**config.mk**
```make
export PLATFORM = sky130hd
export DESIGN_NAME = pspf_port
export DESIGN_NICKNAME = d
export VERILOG_FILES = /design/src/verilog/pspf_pkg.sv /design/src/verilog/pspf_mem_if.sv /design/src/verilog/pspf_fifo_mem.sv /design/src/verilog/pspf_port.sv
export SDC_FILE = /design/constraint.sdc
export NUM_CORES = 2
export LEC_CHECK = 0
export ABC_AREA = 1
export BUFFER_PORTS_ARGS = -buffer_cell sky130_fd_sc_hd__buf_2
export CORE_MARGIN = 4
export CORE_UTILIZATION = 30
export CTS_BUF_LIST = sky130_fd_sc_hd__clkbuf_8
export DETAILED_ROUTE_END_ITERATION = 6
export HOLD_SLACK_MARGIN = 0.05
export PLACE_DENSITY = 0.4
export SETUP_SLACK_MARGIN = 0.05
export SLEW_MARGIN = 5
export SYNTH_ARGS = -nofsm -noshare
export SYNTH_HDL_FRONTEND = slang
export SYNTH_HIERARCHICAL = 1
export SYNTH_SLANG_ARGS = --single-unit
```
**constraint.sdc**
```tcl
create_clock -name mclk -period 12.6 [get_ports mclk]
set_clock_uncertainty 0.15 [all_clocks]
set_input_delay 0.63 -clock mclk [delete_from_list [all_inputs] [get_ports mclk]]
set_output_delay 0.63 -clock mclk [all_outputs]
set_load 0.02 [all_outputs]
```
**src/verilog/pspf_pkg.sv**
```systemverilog
// Constants and types for the serial keyboard/mouse port with receive FIFO
package pspf_pkg;

	// ==========================================================
	// Register map
	localparam logic [31:0] DATA_ADDR  = 32'hFF20_0108;
	localparam logic [31:0] CTRL_ADDR  = 32'hFF20_010C;
	localparam logic [31:0] STAT_ADDR  = 32'hFF20_0110;
	localparam logic [31:0] MASK_ADDR  = 32'hFF20_0114;

	// ==========================================================
	// Field positions
	localparam int          BYTE_W     = 8;
	localparam int          VALID_BIT  = 15;
	localparam int          CNT_LSB    = 16;
	localparam int          CNT_W      = 16;
	localparam int          RE_BIT     = 0;
	localparam int          RI_BIT     = 8;
	localparam int          CE_BIT     = 10;
	localparam int          EV_W       = 4;
	localparam int          EV_RX      = 0;
	localparam int          EV_TXOK    = 1;
	localparam int          EV_TXERR   = 2;
	localparam int          EV_RXERR   = 3;

	// ==========================================================
	// Link framing and timing
	localparam int          FIFO_DEPTH = 256;
	localparam logic [3:0]  FRAME_LAST = 4'hA;
	localparam logic [3:0]  TX_LAST    = 4'h9;
	localparam int          CLK_NS     = 40;
	localparam int          INHIBIT_NS = 100000;
	localparam int          TIMEOUT_NS = 15000000;
	localparam int          INHIBIT_CYC = (INHIBIT_NS + CLK_NS - 1) / CLK_NS;
	localparam int          TIMEOUT_CYC = TIMEOUT_NS / CLK_NS;
	localparam int          TMR_W      = 19;

	typedef enum logic [2:0] {
		TX_IDLE,
		TX_INHIBIT,
		TX_START,
		TX_BITS,
		TX_ACK
	} pspf_tx_type;

endpackage : pspf_pkg

```
**src/verilog/pspf_mem_if.sv**
```systemverilog
// Write and read port bundle between the port logic and its FIFO memory
`timescale 1ns/100ps
interface pspf_mem_if #(
	parameter int AW = 8,
	parameter int DW = 8
) ();
	logic          we;
	logic [AW-1:0] waddr;
	logic [DW-1:0] wdata;
	logic [AW-1:0] raddr;
	logic [DW-1:0] rdata;

	modport mem  (input we, waddr, wdata, raddr, output rdata);
	modport user (output we, waddr, wdata, raddr, input rdata);
endinterface : pspf_mem_if

```
**src/verilog/pspf_fifo_mem.sv**
```systemverilog
// Receive FIFO storage with registered read data and write bypass
`timescale 1ns/100ps
module pspf_fifo_mem #(
	parameter int AW = 8,
	parameter int DW = 8
) (
	input  wire logic mclk,
	pspf_mem_if.mem   mp
);
	logic [DW-1:0] store [0:(2**AW)-1];
	logic [DW-1:0] rdata_reg;

	assign mp.rdata = rdata_reg;

	// A write to the address being read returns the new byte
	always_ff @(posedge mclk) begin
		if (mp.we) begin
			store[mp.waddr] <= mp.wdata;
		end
		if (mp.we && mp.waddr == mp.raddr) begin
			rdata_reg <= mp.wdata;
		end else begin
			rdata_reg <= store[mp.raddr];
		end
	end
endmodule : pspf_fifo_mem

```
**src/verilog/pspf_port.sv**
```systemverilog
// Serial keyboard/mouse port: APB registers, receive FIFO, command sender
//
// Chosen here: register access over APB.
`timescale 1ns/100ps
module pspf_port #(
	parameter int DEPTH       = pspf_pkg::FIFO_DEPTH,
	parameter int TIMEOUT_CYC = pspf_pkg::TIMEOUT_CYC
) (
	input  wire logic        mclk,
	input  wire logic        sys_rst,
	input  wire logic        psel,
	input  wire logic        penable,
	input  wire logic        pwrite,
	input  wire logic [31:0] paddr,
	input  wire logic [31:0] pwdata,
	output logic      [31:0] prdata,
	output logic             pready,
	output logic             pslverr,
	input  wire logic        ps2ClkIn,
	output logic             ps2ClkOut,
	output logic             ps2ClkOeN,
	input  wire logic        ps2DatIn,
	output logic             ps2DatOut,
	output logic             ps2DatOeN,
	output logic             irq
);
	localparam int AW = $clog2(DEPTH);
	localparam int CW = AW + 1;
	localparam logic [CW-1:0] FULL_CNT = CW'(DEPTH);
	localparam logic [pspf_pkg::TMR_W-1:0] TMO =
		pspf_pkg::TMR_W'(TIMEOUT_CYC);
	localparam logic [pspf_pkg::TMR_W-1:0] INH =
		pspf_pkg::TMR_W'(pspf_pkg::INHIBIT_CYC);

	typedef struct packed {
		logic                        pready;
		logic                        pslverr;
		logic [31:0]                 prdata;
		logic                        popPend;
		logic                        irq;
		logic                        clkS1;
		logic                        clkS2;
		logic                        clkS3;
		logic                        datS1;
		logic                        datS2;
		logic [AW-1:0]               wrPtr;
		logic [AW-1:0]               rdPtr;
		logic [CW-1:0]               cnt;
		logic                        re;
		logic                        ce;
		logic [pspf_pkg::EV_W-1:0]   stat;
		logic [pspf_pkg::EV_W-1:0]   mask;
		logic [10:0]                 rxSh;
		logic [3:0]                  rxBits;
		pspf_pkg::pspf_tx_type       tx;
		logic [9:0]                  txSh;
		logic [3:0]                  txBits;
		logic [pspf_pkg::TMR_W-1:0]  timer;
		logic                        clkOeN;
		logic                        datOeN;
	} pspf_state_type;

	pspf_state_type st_reg;
	pspf_state_type st_next;

	pspf_mem_if #(.AW(AW), .DW(pspf_pkg::BYTE_W)) memIf ();

	logic                      push;
	logic                      pop;
	logic                      fall;
	logic                      txFail;
	logic                      txOk;
	logic [10:0]               frame;
	logic [pspf_pkg::EV_W-1:0] evt;
	logic [pspf_pkg::EV_W-1:0] statClr;
	logic                      ceClr;
	logic                      riPend;

	// ==========================================================
	// FIFO storage
	pspf_fifo_mem #(.AW(AW), .DW(pspf_pkg::BYTE_W)) u_mem (
		.mclk (mclk),
		.mp   (memIf.mem)
	);

	assign memIf.we    = push;
	assign memIf.waddr = st_reg.wrPtr;
	assign memIf.wdata = frame[8:1];
	assign memIf.raddr = st_reg.rdPtr;

	// ==========================================================
	// Outputs
	assign prdata    = st_reg.prdata;
	assign pready    = st_reg.pready;
	assign pslverr   = st_reg.pslverr;
	assign irq       = st_reg.irq;
	assign ps2ClkOeN = st_reg.clkOeN;
	assign ps2ClkOut = st_reg.clkOeN;
	assign ps2DatOeN = st_reg.datOeN;
	assign ps2DatOut = st_reg.datOeN;
	assign riPend    = st_reg.re && st_reg.cnt != '0;

	// ==========================================================
	// Next state
	always_comb begin
		st_next = st_reg;
		push    = 1'b0;
		pop     = 1'b0;
		txFail  = 1'b0;
		txOk    = 1'b0;
		evt     = '0;
		statClr = '0;
		ceClr   = 1'b0;

		// Two-stage synchronisers, third stage for edge finding
		st_next.clkS1 = ps2ClkIn;
		st_next.clkS2 = st_reg.clkS1;
		st_next.clkS3 = st_reg.clkS2;
		st_next.datS1 = ps2DatIn;
		st_next.datS2 = st_reg.datS1;
		fall  = st_reg.clkS3 && !st_reg.clkS2;
		frame = {st_reg.datS2, st_reg.rxSh[10:1]};

		if (st_reg.timer != '0) begin
			st_next.timer = st_reg.timer - 1'b1;
		end

		// Receiver, idle while a command is being sent
		if (st_reg.tx != pspf_pkg::TX_IDLE) begin
			st_next.rxBits = '0;
		end else if (fall) begin
			st_next.rxSh  = frame;
			st_next.timer = TMO;
			if (st_reg.rxBits == pspf_pkg::FRAME_LAST) begin
				st_next.rxBits = '0;
				if (!frame[0] && frame[10] && ^frame[9:1]
				    && st_reg.cnt != FULL_CNT) begin
					push = 1'b1;
					evt[pspf_pkg::EV_RX] = 1'b1;
				end else begin
					evt[pspf_pkg::EV_RXERR] = 1'b1;
				end
			end else begin
				st_next.rxBits = st_reg.rxBits + 1'b1;
			end
		end else if (st_reg.rxBits != '0 && st_reg.timer == '0) begin
			st_next.rxBits = '0;
		end

		// Command sender
		case (st_reg.tx)
			pspf_pkg::TX_IDLE: begin
			end
			pspf_pkg::TX_INHIBIT: begin
				if (st_reg.timer == '0) begin
					st_next.datOeN = 1'b0;
					st_next.tx     = pspf_pkg::TX_START;
				end
			end
			pspf_pkg::TX_START: begin
				st_next.clkOeN = 1'b1;
				st_next.timer  = TMO;
				st_next.tx     = pspf_pkg::TX_BITS;
			end
			pspf_pkg::TX_BITS: begin
				if (fall) begin
					st_next.datOeN = st_reg.txSh[0];
					st_next.txSh   = {1'b1, st_reg.txSh[9:1]};
					st_next.txBits = st_reg.txBits + 1'b1;
					if (st_reg.txBits == pspf_pkg::TX_LAST) begin
						st_next.tx = pspf_pkg::TX_ACK;
					end
				end else if (st_reg.timer == '0) begin
					txFail = 1'b1;
				end
			end
			pspf_pkg::TX_ACK: begin
				if (fall) begin
					txFail = st_reg.datS2;
					txOk   = !st_reg.datS2;
				end else if (st_reg.timer == '0) begin
					txFail = 1'b1;
				end
			end
			default: begin
				txFail = 1'b1;
			end
		endcase
		if (txFail || txOk) begin
			st_next.tx     = pspf_pkg::TX_IDLE;
			st_next.clkOeN = 1'b1;
			st_next.datOeN = 1'b1;
			evt[pspf_pkg::EV_TXERR] = txFail;
			evt[pspf_pkg::EV_TXOK]  = txOk;
		end

		// APB: setup, one wait cycle, then completion
		st_next.pready  = 1'b0;
		st_next.pslverr = 1'b0;
		if (psel && penable && !st_reg.pready) begin
			st_next.pready  = 1'b1;
			st_next.prdata  = '0;
			st_next.popPend = 1'b0;
			case (paddr)
				pspf_pkg::DATA_ADDR: begin
					if (!pwrite && st_reg.cnt != '0) begin
						st_next.popPend = 1'b1;
						st_next.prdata[pspf_pkg::VALID_BIT] = 1'b1;
						st_next.prdata[pspf_pkg::BYTE_W-1:0] =
							memIf.rdata;
					end
					st_next.prdata[pspf_pkg::CNT_LSB +: pspf_pkg::CNT_W] =
						pspf_pkg::CNT_W'(st_reg.cnt);
				end
				pspf_pkg::CTRL_ADDR: begin
					st_next.prdata[pspf_pkg::RE_BIT] = st_reg.re;
					st_next.prdata[pspf_pkg::RI_BIT] = riPend;
					st_next.prdata[pspf_pkg::CE_BIT] = st_reg.ce;
				end
				pspf_pkg::STAT_ADDR: begin
					st_next.prdata[pspf_pkg::EV_W-1:0] = st_reg.stat;
				end
				pspf_pkg::MASK_ADDR: begin
					st_next.prdata[pspf_pkg::EV_W-1:0] = st_reg.mask;
				end
				default: begin
					st_next.pslverr = 1'b1;
				end
			endcase
		end
		if (psel && penable && st_reg.pready) begin
			st_next.popPend = 1'b0;
			if (!pwrite) begin
				pop = st_reg.popPend;
			end else begin
				case (paddr)
					pspf_pkg::DATA_ADDR: begin
						if (st_reg.tx == pspf_pkg::TX_IDLE) begin
							st_next.tx     = pspf_pkg::TX_INHIBIT;
							st_next.clkOeN = 1'b0;
							st_next.timer  = INH;
							st_next.txBits = '0;
							st_next.rxBits = '0;
							st_next.txSh   = {1'b1, ~^pwdata[7:0],
								pwdata[7:0]};
						end else begin
							txFail = 1'b1;
							evt[pspf_pkg::EV_TXERR] = 1'b1;
						end
					end
					pspf_pkg::CTRL_ADDR: begin
						st_next.re = pwdata[pspf_pkg::RE_BIT];
						ceClr      = pwdata[pspf_pkg::CE_BIT];
					end
					pspf_pkg::STAT_ADDR: begin
						statClr = pwdata[pspf_pkg::EV_W-1:0];
					end
					pspf_pkg::MASK_ADDR: begin
						st_next.mask = pwdata[pspf_pkg::EV_W-1:0];
					end
					default: begin
					end
				endcase
			end
		end

		// FIFO pointers and count
		st_next.wrPtr = st_reg.wrPtr + AW'(push);
		st_next.rdPtr = st_reg.rdPtr + AW'(pop);
		st_next.cnt   = st_reg.cnt + CW'(push) - CW'(pop);

		// Sticky flags, a set beats a clear in the same cycle
		st_next.stat = (st_reg.stat & ~statClr) | evt;
		st_next.ce   = (st_reg.ce & ~ceClr) | evt[pspf_pkg::EV_TXERR];
		st_next.irq  = (st_next.re && st_next.cnt != '0)
			|| |(st_next.stat & st_next.mask);
	end

	// ==========================================================
	// State register
	always_ff @(posedge mclk) begin
		if (sys_rst) begin
			st_reg        <= '0;
			st_reg.tx     <= pspf_pkg::TX_IDLE;
			st_reg.clkOeN <= 1'b1;
			st_reg.datOeN <= 1'b1;
			st_reg.clkS1  <= 1'b1;
			st_reg.clkS2  <= 1'b1;
			st_reg.clkS3  <= 1'b1;
			st_reg.datS1  <= 1'b1;
			st_reg.datS2  <= 1'b1;
		end else begin
			st_reg <= st_next;
		end
	end
endmodule : pspf_port

```
# Word level (Yosys, flattened, before mapping)
# Memories as Yosys holds them, arrays and structs flattened. A register that Yosys moved wholly into a read port is not among the register bits.
# Cells that the tools add are included.
dict set report word_totals {
  regBits 124
  ram_bits 2048
  inputBits 71
  out_inout_bits 39
  elab_cells 159
  n_memories 1
}
dict set report op_classes {
  add_sub_neg 7
  n_eq_ne 13
  mux 68
  bitwise 9
  n_reduce_logical 36
}
# name depth width read_ports rd_clocked_by_memory_dff wr line_no
set memory_table {}
lappend memory_table {u_mem.store 256 8 1 1 1 pspf_fifo_mem.sv:10} ;# logic [DW-1:0] store [0:(2**AW)-1];
# cell count
set ops {}
lappend ops {{$mux W41} 4}
lappend ops {{$eq A32 B32 Y1 const B} 4}
lappend ops {{$mux W19} 3}
lappend ops {{$mux W4} 11}
lappend ops {{$mux W35} 1}
lappend ops {{$mux W1} 34}
lappend ops {{$mux W20} 1}
lappend ops {{$logic_not A19 Y1} 1}
lappend ops {{$reduce_bool A19 Y1} 1}
lappend ops {{$sub A19 B1 Y19 const B} 1}
lappend ops {{$pmux W3 S3} 2}
lappend ops {{$reduce_bool A9 Y1} 2}
lappend ops {{$mux W17} 1}
lappend ops {{$add A8 B1 Y8} 2}
lappend ops {{$mux W14} 1}
lappend ops {{$logic_and A1 B1 Y1} 11}
lappend ops {{$mux W10} 1}
lappend ops {{$add A9 B1 Y9} 1}
lappend ops {{$mux W3} 3}
lappend ops {{$mux W9} 1}
lappend ops {{$ne A9 B9 Y1 const B} 1}
lappend ops {{$reduce_xor A9 Y1} 1}
lappend ops {{$sub A9 B1 Y9} 1}
lappend ops {{$add A4 B1 Y4 const B} 2}
lappend ops {{27 further kinds} 42}

# Longest topological paths before layout
dict set report logic_depth {
  word_depth 14
  depth_mapped 24
  mapped_depth_nobuf 24
}

# Hierarchy
# The synthesis kept the hierarchy.
# module n_inst cells_each area_each_um2 seq_area_each_um2
set by_module_without_submodules {}
lappend by_module_without_submodules {pspf_fifo_mem 1 7003 83396.2 61659.1}
lappend by_module_without_submodules {pspf_port 1 879 6266.0 2322.2}

# Worst setup path before layout
# Ideal clock, no wire load.
dict set report synth_timing {
  kind {reg-to-reg}
  startpoint {register st_reg (netlist bit frame[7])}
  endpoint {register st_reg (netlist bit irq)}
  setup_ns 0.117
  t_arrival_ns 6.378
  t_required_ns 12.333
  setup_slack_ns 5.955
  path_stages_with_launch 22
  n_path_buf 0
  synth_period_minus_slack_ns 6.645
  path_cell_list {dfxtp_1 -> inv_1 -> nand2_1 -> nand2_1 -> nand2_1 -> nand3_1 -> nand2_1 -> nand2_1 -> nand2_1 -> nand3_1 -> ha_1 -> inv_1 -> ha_1 -> inv_1 -> fa_1 -> o21ai_0 -> a21oi_1 -> xor2_1 -> nor3_1 -> nand3_1 -> nand2_1 -> nand2_1}
}
dict set report synth_via {
  elab_chain_cells 12
  elab_cells_between_ends 19
  classes_between {add/sub (2); mux (8); bitwise (2); reduce/logical (7)}
}
# element line_no
set synth_lines {}
lappend synth_lines {{start, declared} pspf_port.sv:63} ;# pspf_state_type st_reg;
lappend synth_lines {{start signal, assigned} pspf_port.sv:293} ;# st_reg <= st_next;
lappend synth_lines {{$reduce_xor A9 Y1 (*)} pspf_port.sv:136} ;# if (!frame[0] && frame[10] && ^frame[9:1]
lappend synth_lines {{$logic_and A1 B1 Y1 (*)} pspf_port.sv:136}
lappend synth_lines {{$logic_and A1 B1 Y1 (*)} pspf_port.sv:137} ;# && st_reg.cnt != FULL_CNT) begin
lappend synth_lines {{$mux W1} pspf_port.sv:136}
lappend synth_lines {{$mux W1} pspf_port.sv:134} ;# if (st_reg.rxBits == pspf_pkg::FRAME_LAST) begin
lappend synth_lines {{$mux W1} pspf_port.sv:131} ;# end else if (fall) begin
lappend synth_lines {{$mux W1} pspf_port.sv:129} ;# if (st_reg.tx != pspf_pkg::TX_IDLE) begin
lappend synth_lines {{$add A9 B1 Y9} pspf_port.sv:270} ;# st_next.cnt = st_reg.cnt + CW'(push) - CW'(pop);
lappend synth_lines {{$sub A9 B1 Y9} pspf_port.sv:270}
lappend synth_lines {{$reduce_bool A9 Y1} pspf_port.sv:275} ;# st_next.irq = (st_next.re && st_next.cnt != '0)
lappend synth_lines {{$logic_and A1 B1 Y1} pspf_port.sv:275}
lappend synth_lines {{$logic_or A1 B1 Y1 (*)} pspf_port.sv:276} ;# || |(st_next.stat & st_next.mask);
# Every way passes the cells marked *; elsewhere a longest branch is shown, timed or not.
# A chain may end at the register's enable or synchronous reset.

# Worst setup path in the final report
dict set report layout_timing {
  startpoint {register st_reg (netlist bit frame[5])}
  endpoint {memory u_mem.store[147][4], enable pin}
}
dict set report layout_via {
  elab_chain_cells 9
}
# element line_no
set layout_lines {}
lappend layout_lines {{$reduce_xor A9 Y1} pspf_port.sv:136}
lappend layout_lines {{$logic_and A1 B1 Y1} pspf_port.sv:136}
lappend layout_lines {{$logic_and A1 B1 Y1} pspf_port.sv:137}
lappend layout_lines {{$mux W1} pspf_port.sv:136}
lappend layout_lines {{$mux W1} pspf_port.sv:134}
lappend layout_lines {{$mux W1} pspf_port.sv:131}
lappend layout_lines {{$mux W1} pspf_port.sv:129}
lappend layout_lines {{via memIf.we} pspf_mem_if.sv:7} ;# logic we;
lappend layout_lines {{$mux W1} pspf_fifo_mem.sv:17} ;# if (mp.we) begin
lappend layout_lines {{$mux W1 (not written as such)} pspf_fifo_mem.sv:18} ;# store[mp.waddr] <= mp.wdata;
lappend layout_lines {{end, declared} pspf_fifo_mem.sv:10}
# The timed path passes the listed nets, and every way through them passes these cells.

==> out/results.tsv <==
stage	metric	value	unit
timing	RSZ-0062 raised after global routing	false	
power	Pwr Total	14.4	mW
critical_path	CP Capture Type	flip-flop	
timing	fin crit share	49.2	%
power	Pwr per Cell Area	143	nW/um2
die	CORE AREA	297000	um2
timing	Tmin final	6.20	ns
clock_tree	CTS root buf	clkbuf_8	
clock_tree	post_cts resized	0	
critical_path	Worst Path Arrival	6.60	ns
critical_path	kind of critical path	reg -> reg	
die	Die Area	308000	um2
outcome	status	completed	
synth	cell count after synthesis	7882	
finish	final layout net count	8050	
synth	Synth top area share	68.6	%
timing	worst slew pin tran	1.21	ns
timing	max_slew headroom	19.0	%
drt	Routed Antenna Nets	0	
global_route	first-pass GRT wire length	401	mm
clock_tree	CTS tree	yes	
clock_tree	maximum clock path buffer count	4	
die	I/O pins	110	
finish	Finished Cell Area	100000	um2
clock_tree	H-Tree Depth	5	
placement	Placed Cells	11465	
drt	Residual DRC	0	
timing	Setup TNS Final	0	ns
power	worst vdd ir	0.0000627	V
clock_tree	Post-CTS Setup Inserts	0	
timing	Final Max Slew Viols	0	
clock_tree	hold_buf cts	35	
timing	WHS	0.174	ns
drt	Detailed Route WL	276	mm
drt	routed via count	58753	
global_route	initial antenna violation count	10	
finish	post-layout util	33.8	%
synth	number of enable flip-flop cells after synthesis	2048	
clock_tree	CTS Sinks	2172	
global_route	vias in the first global route	57671	
global_route	total gr overflow	0	
die	Starting Density	30.2	%
synth	YS warnings	6	
timing	min setup slack post-route	6.40	ns
critical_path	Critical Path Start Type	flip-flop	
synth	top-count cell post-synth	nand2_1	
finish	share of cells above drive strength 1	8.68	%
clock_tree	worst-skew pair later-pin latency	0.99	ns
placement	Placement Cell Area	93200	um2
power	LEAKAGE	36.1	nW
synth	Main synth FF type	edfxtp_1	
synth	syn avg cell area	11.4	um2
global_route	pin count of the biggest net entering global routing	146	
drt	DR WL/cell	22.7	um
global_route	Total GRT Usage	17.4	%
placement	pre-CTS setup slack	6.25	ns
synth	post-synthesis async set-or-reset flop share	0	%
placement	buffers added on ports	74	
clock_tree	TritonCTS Buffers	392	
timing	final setup fails	0	
synth	synth cell count leaders	2,288 x nand2_1, 2,065 x nand3_1, 2,048 x edfxtp_1	
die	Die H	555	um
flow_run	# Max-Cap Violations	0	
timing	Max Fclk	161	MHz
synth	Yosys reg bits	2172	
hold_path	HP Class	in -> reg	
placement	gpl congestion	0.811	
synth	top post-synthesis cells by area	edfxtp_1 69%, nand3_1 12%, nand2_1 9.6%	
placement	HPWL Detailed	154	mm
finish	fin cells	12195	
die	Row Count	200	
critical_path	Worst EP required	13.00	ns
finish	number of flip-flops in the largest register	2048	
finish	P&R area growth vs syn	12.0	%
drt	Via density	4.82	
synth	cell taking the most area after synthesis	edfxtp_1	
synth	Post-Syn Area	89700	um2
clock_tree	Clock Pin Slew Worst Setup and Hold Paths	0.06	ns
synth	register area share after synthesis	71.4	%
timing	Fin. Hold Viols	0	
synth	synth unique cells	49	
drt	Initial DRT Pass Iterations	6	
critical_path	Crit Path Max Fanout	63	
die	Chip Width	555	um
drt	detailed router's first-iteration violation count	4530	
==> final cells by class <==
class / instances / area, um2
diodes: 8 / 20.0
clock buffers: 410 / 5640
clock inverters: 277 / 1260
fillers: 29891 / 197000
inverters: 151 / 606
multi-input cells: 5035 / 22400
flip-flops and latches: 2172 / 64000
well taps: 3939 / 4930
repair buffers: 203 / 1560
==> path summary, 6_finish.rpt <==
check / start / end / slack (ns) / depth (start not counted)
setup / recovery: frame[5] / u_mem/store[147][4] / 6.40 / 11
hold / removal: paddr[7] / prdata[24] / 0.17 / 8
setup reg to reg: frame[5] / u_mem/store[147][4] / 6.40 / 11
hold reg to reg: memIf.raddr[3] / flip-flop / 0.19 / 0
==> logic make-up (layout without fill, tap and decap cells) <==
family | after synthesis | in the layout | synth area share (%)
buffers and inverters | 686 | 1041 | 3.75
XOR/XNOR | 33 | 33 | 0.322
adder cells (fa/ha/maj) | 24 | 24 | 0.343
flip-flops | 2172 | 2172 | 71.4
AND/OR/NAND/NOR | 4843 | 4843 | 23.5
other | 1 | 20 | 0.00418
AO/OA/AOI/OAI | 123 | 123 | 0.761
==> report_power, final <==
part	internal [mW]	switching (mW)
logic	0.111	0.286
registers	7.91	0.0556
clock network	3.06	2.95
total	11.1	3.29
==> cell usage in the layout (no fill, tap or decap), drive strengths merged, types with 2 or more instances in the layout <==
cell type       n
conb           12
or2             4
dfxtp         124
xnor2          13
nor2          430
diode           8
clkbuf        410
buf           168
inv           286
nand4          17
o31ai           5
a211oi          4
nand2        2295
a31oi           5
nor4            5
a21oi          57
clkinv        131
ha             23
nand3        2070
dlygate4sd3    35
nor3b           2
nor3           18
o21ai          46
xor2           20
edfxtp       2048
bufinv          3
clkinvlp        8
==> worst max-delay path, cell delays in order (launching register included) <==
cell and delay [ns]:
dfxtp_4 0.58, buf_4 0.60, buf_4 0.76, xor2_1 0.20
nand2_1 0.07, nand2_1 0.08, nand3_1 0.07, nand2_1 0.08
nand3_1 0.33, inv_1 0.84, nand3_1 0.84, nor2_1 1.10
==> routing by layer <==
layer / vias up / wire length [um] / global-route usage, %
met2: 1393 / 128000 / 28.0
met1: 29080 / 128000 / 24.7
met5: - / 0 / 0
li1: 27857 / - / -
met3: 423 / 12400 / 2.44
met4: 0 / 7700 / 4.97
(Power assumes the default switching activity.)
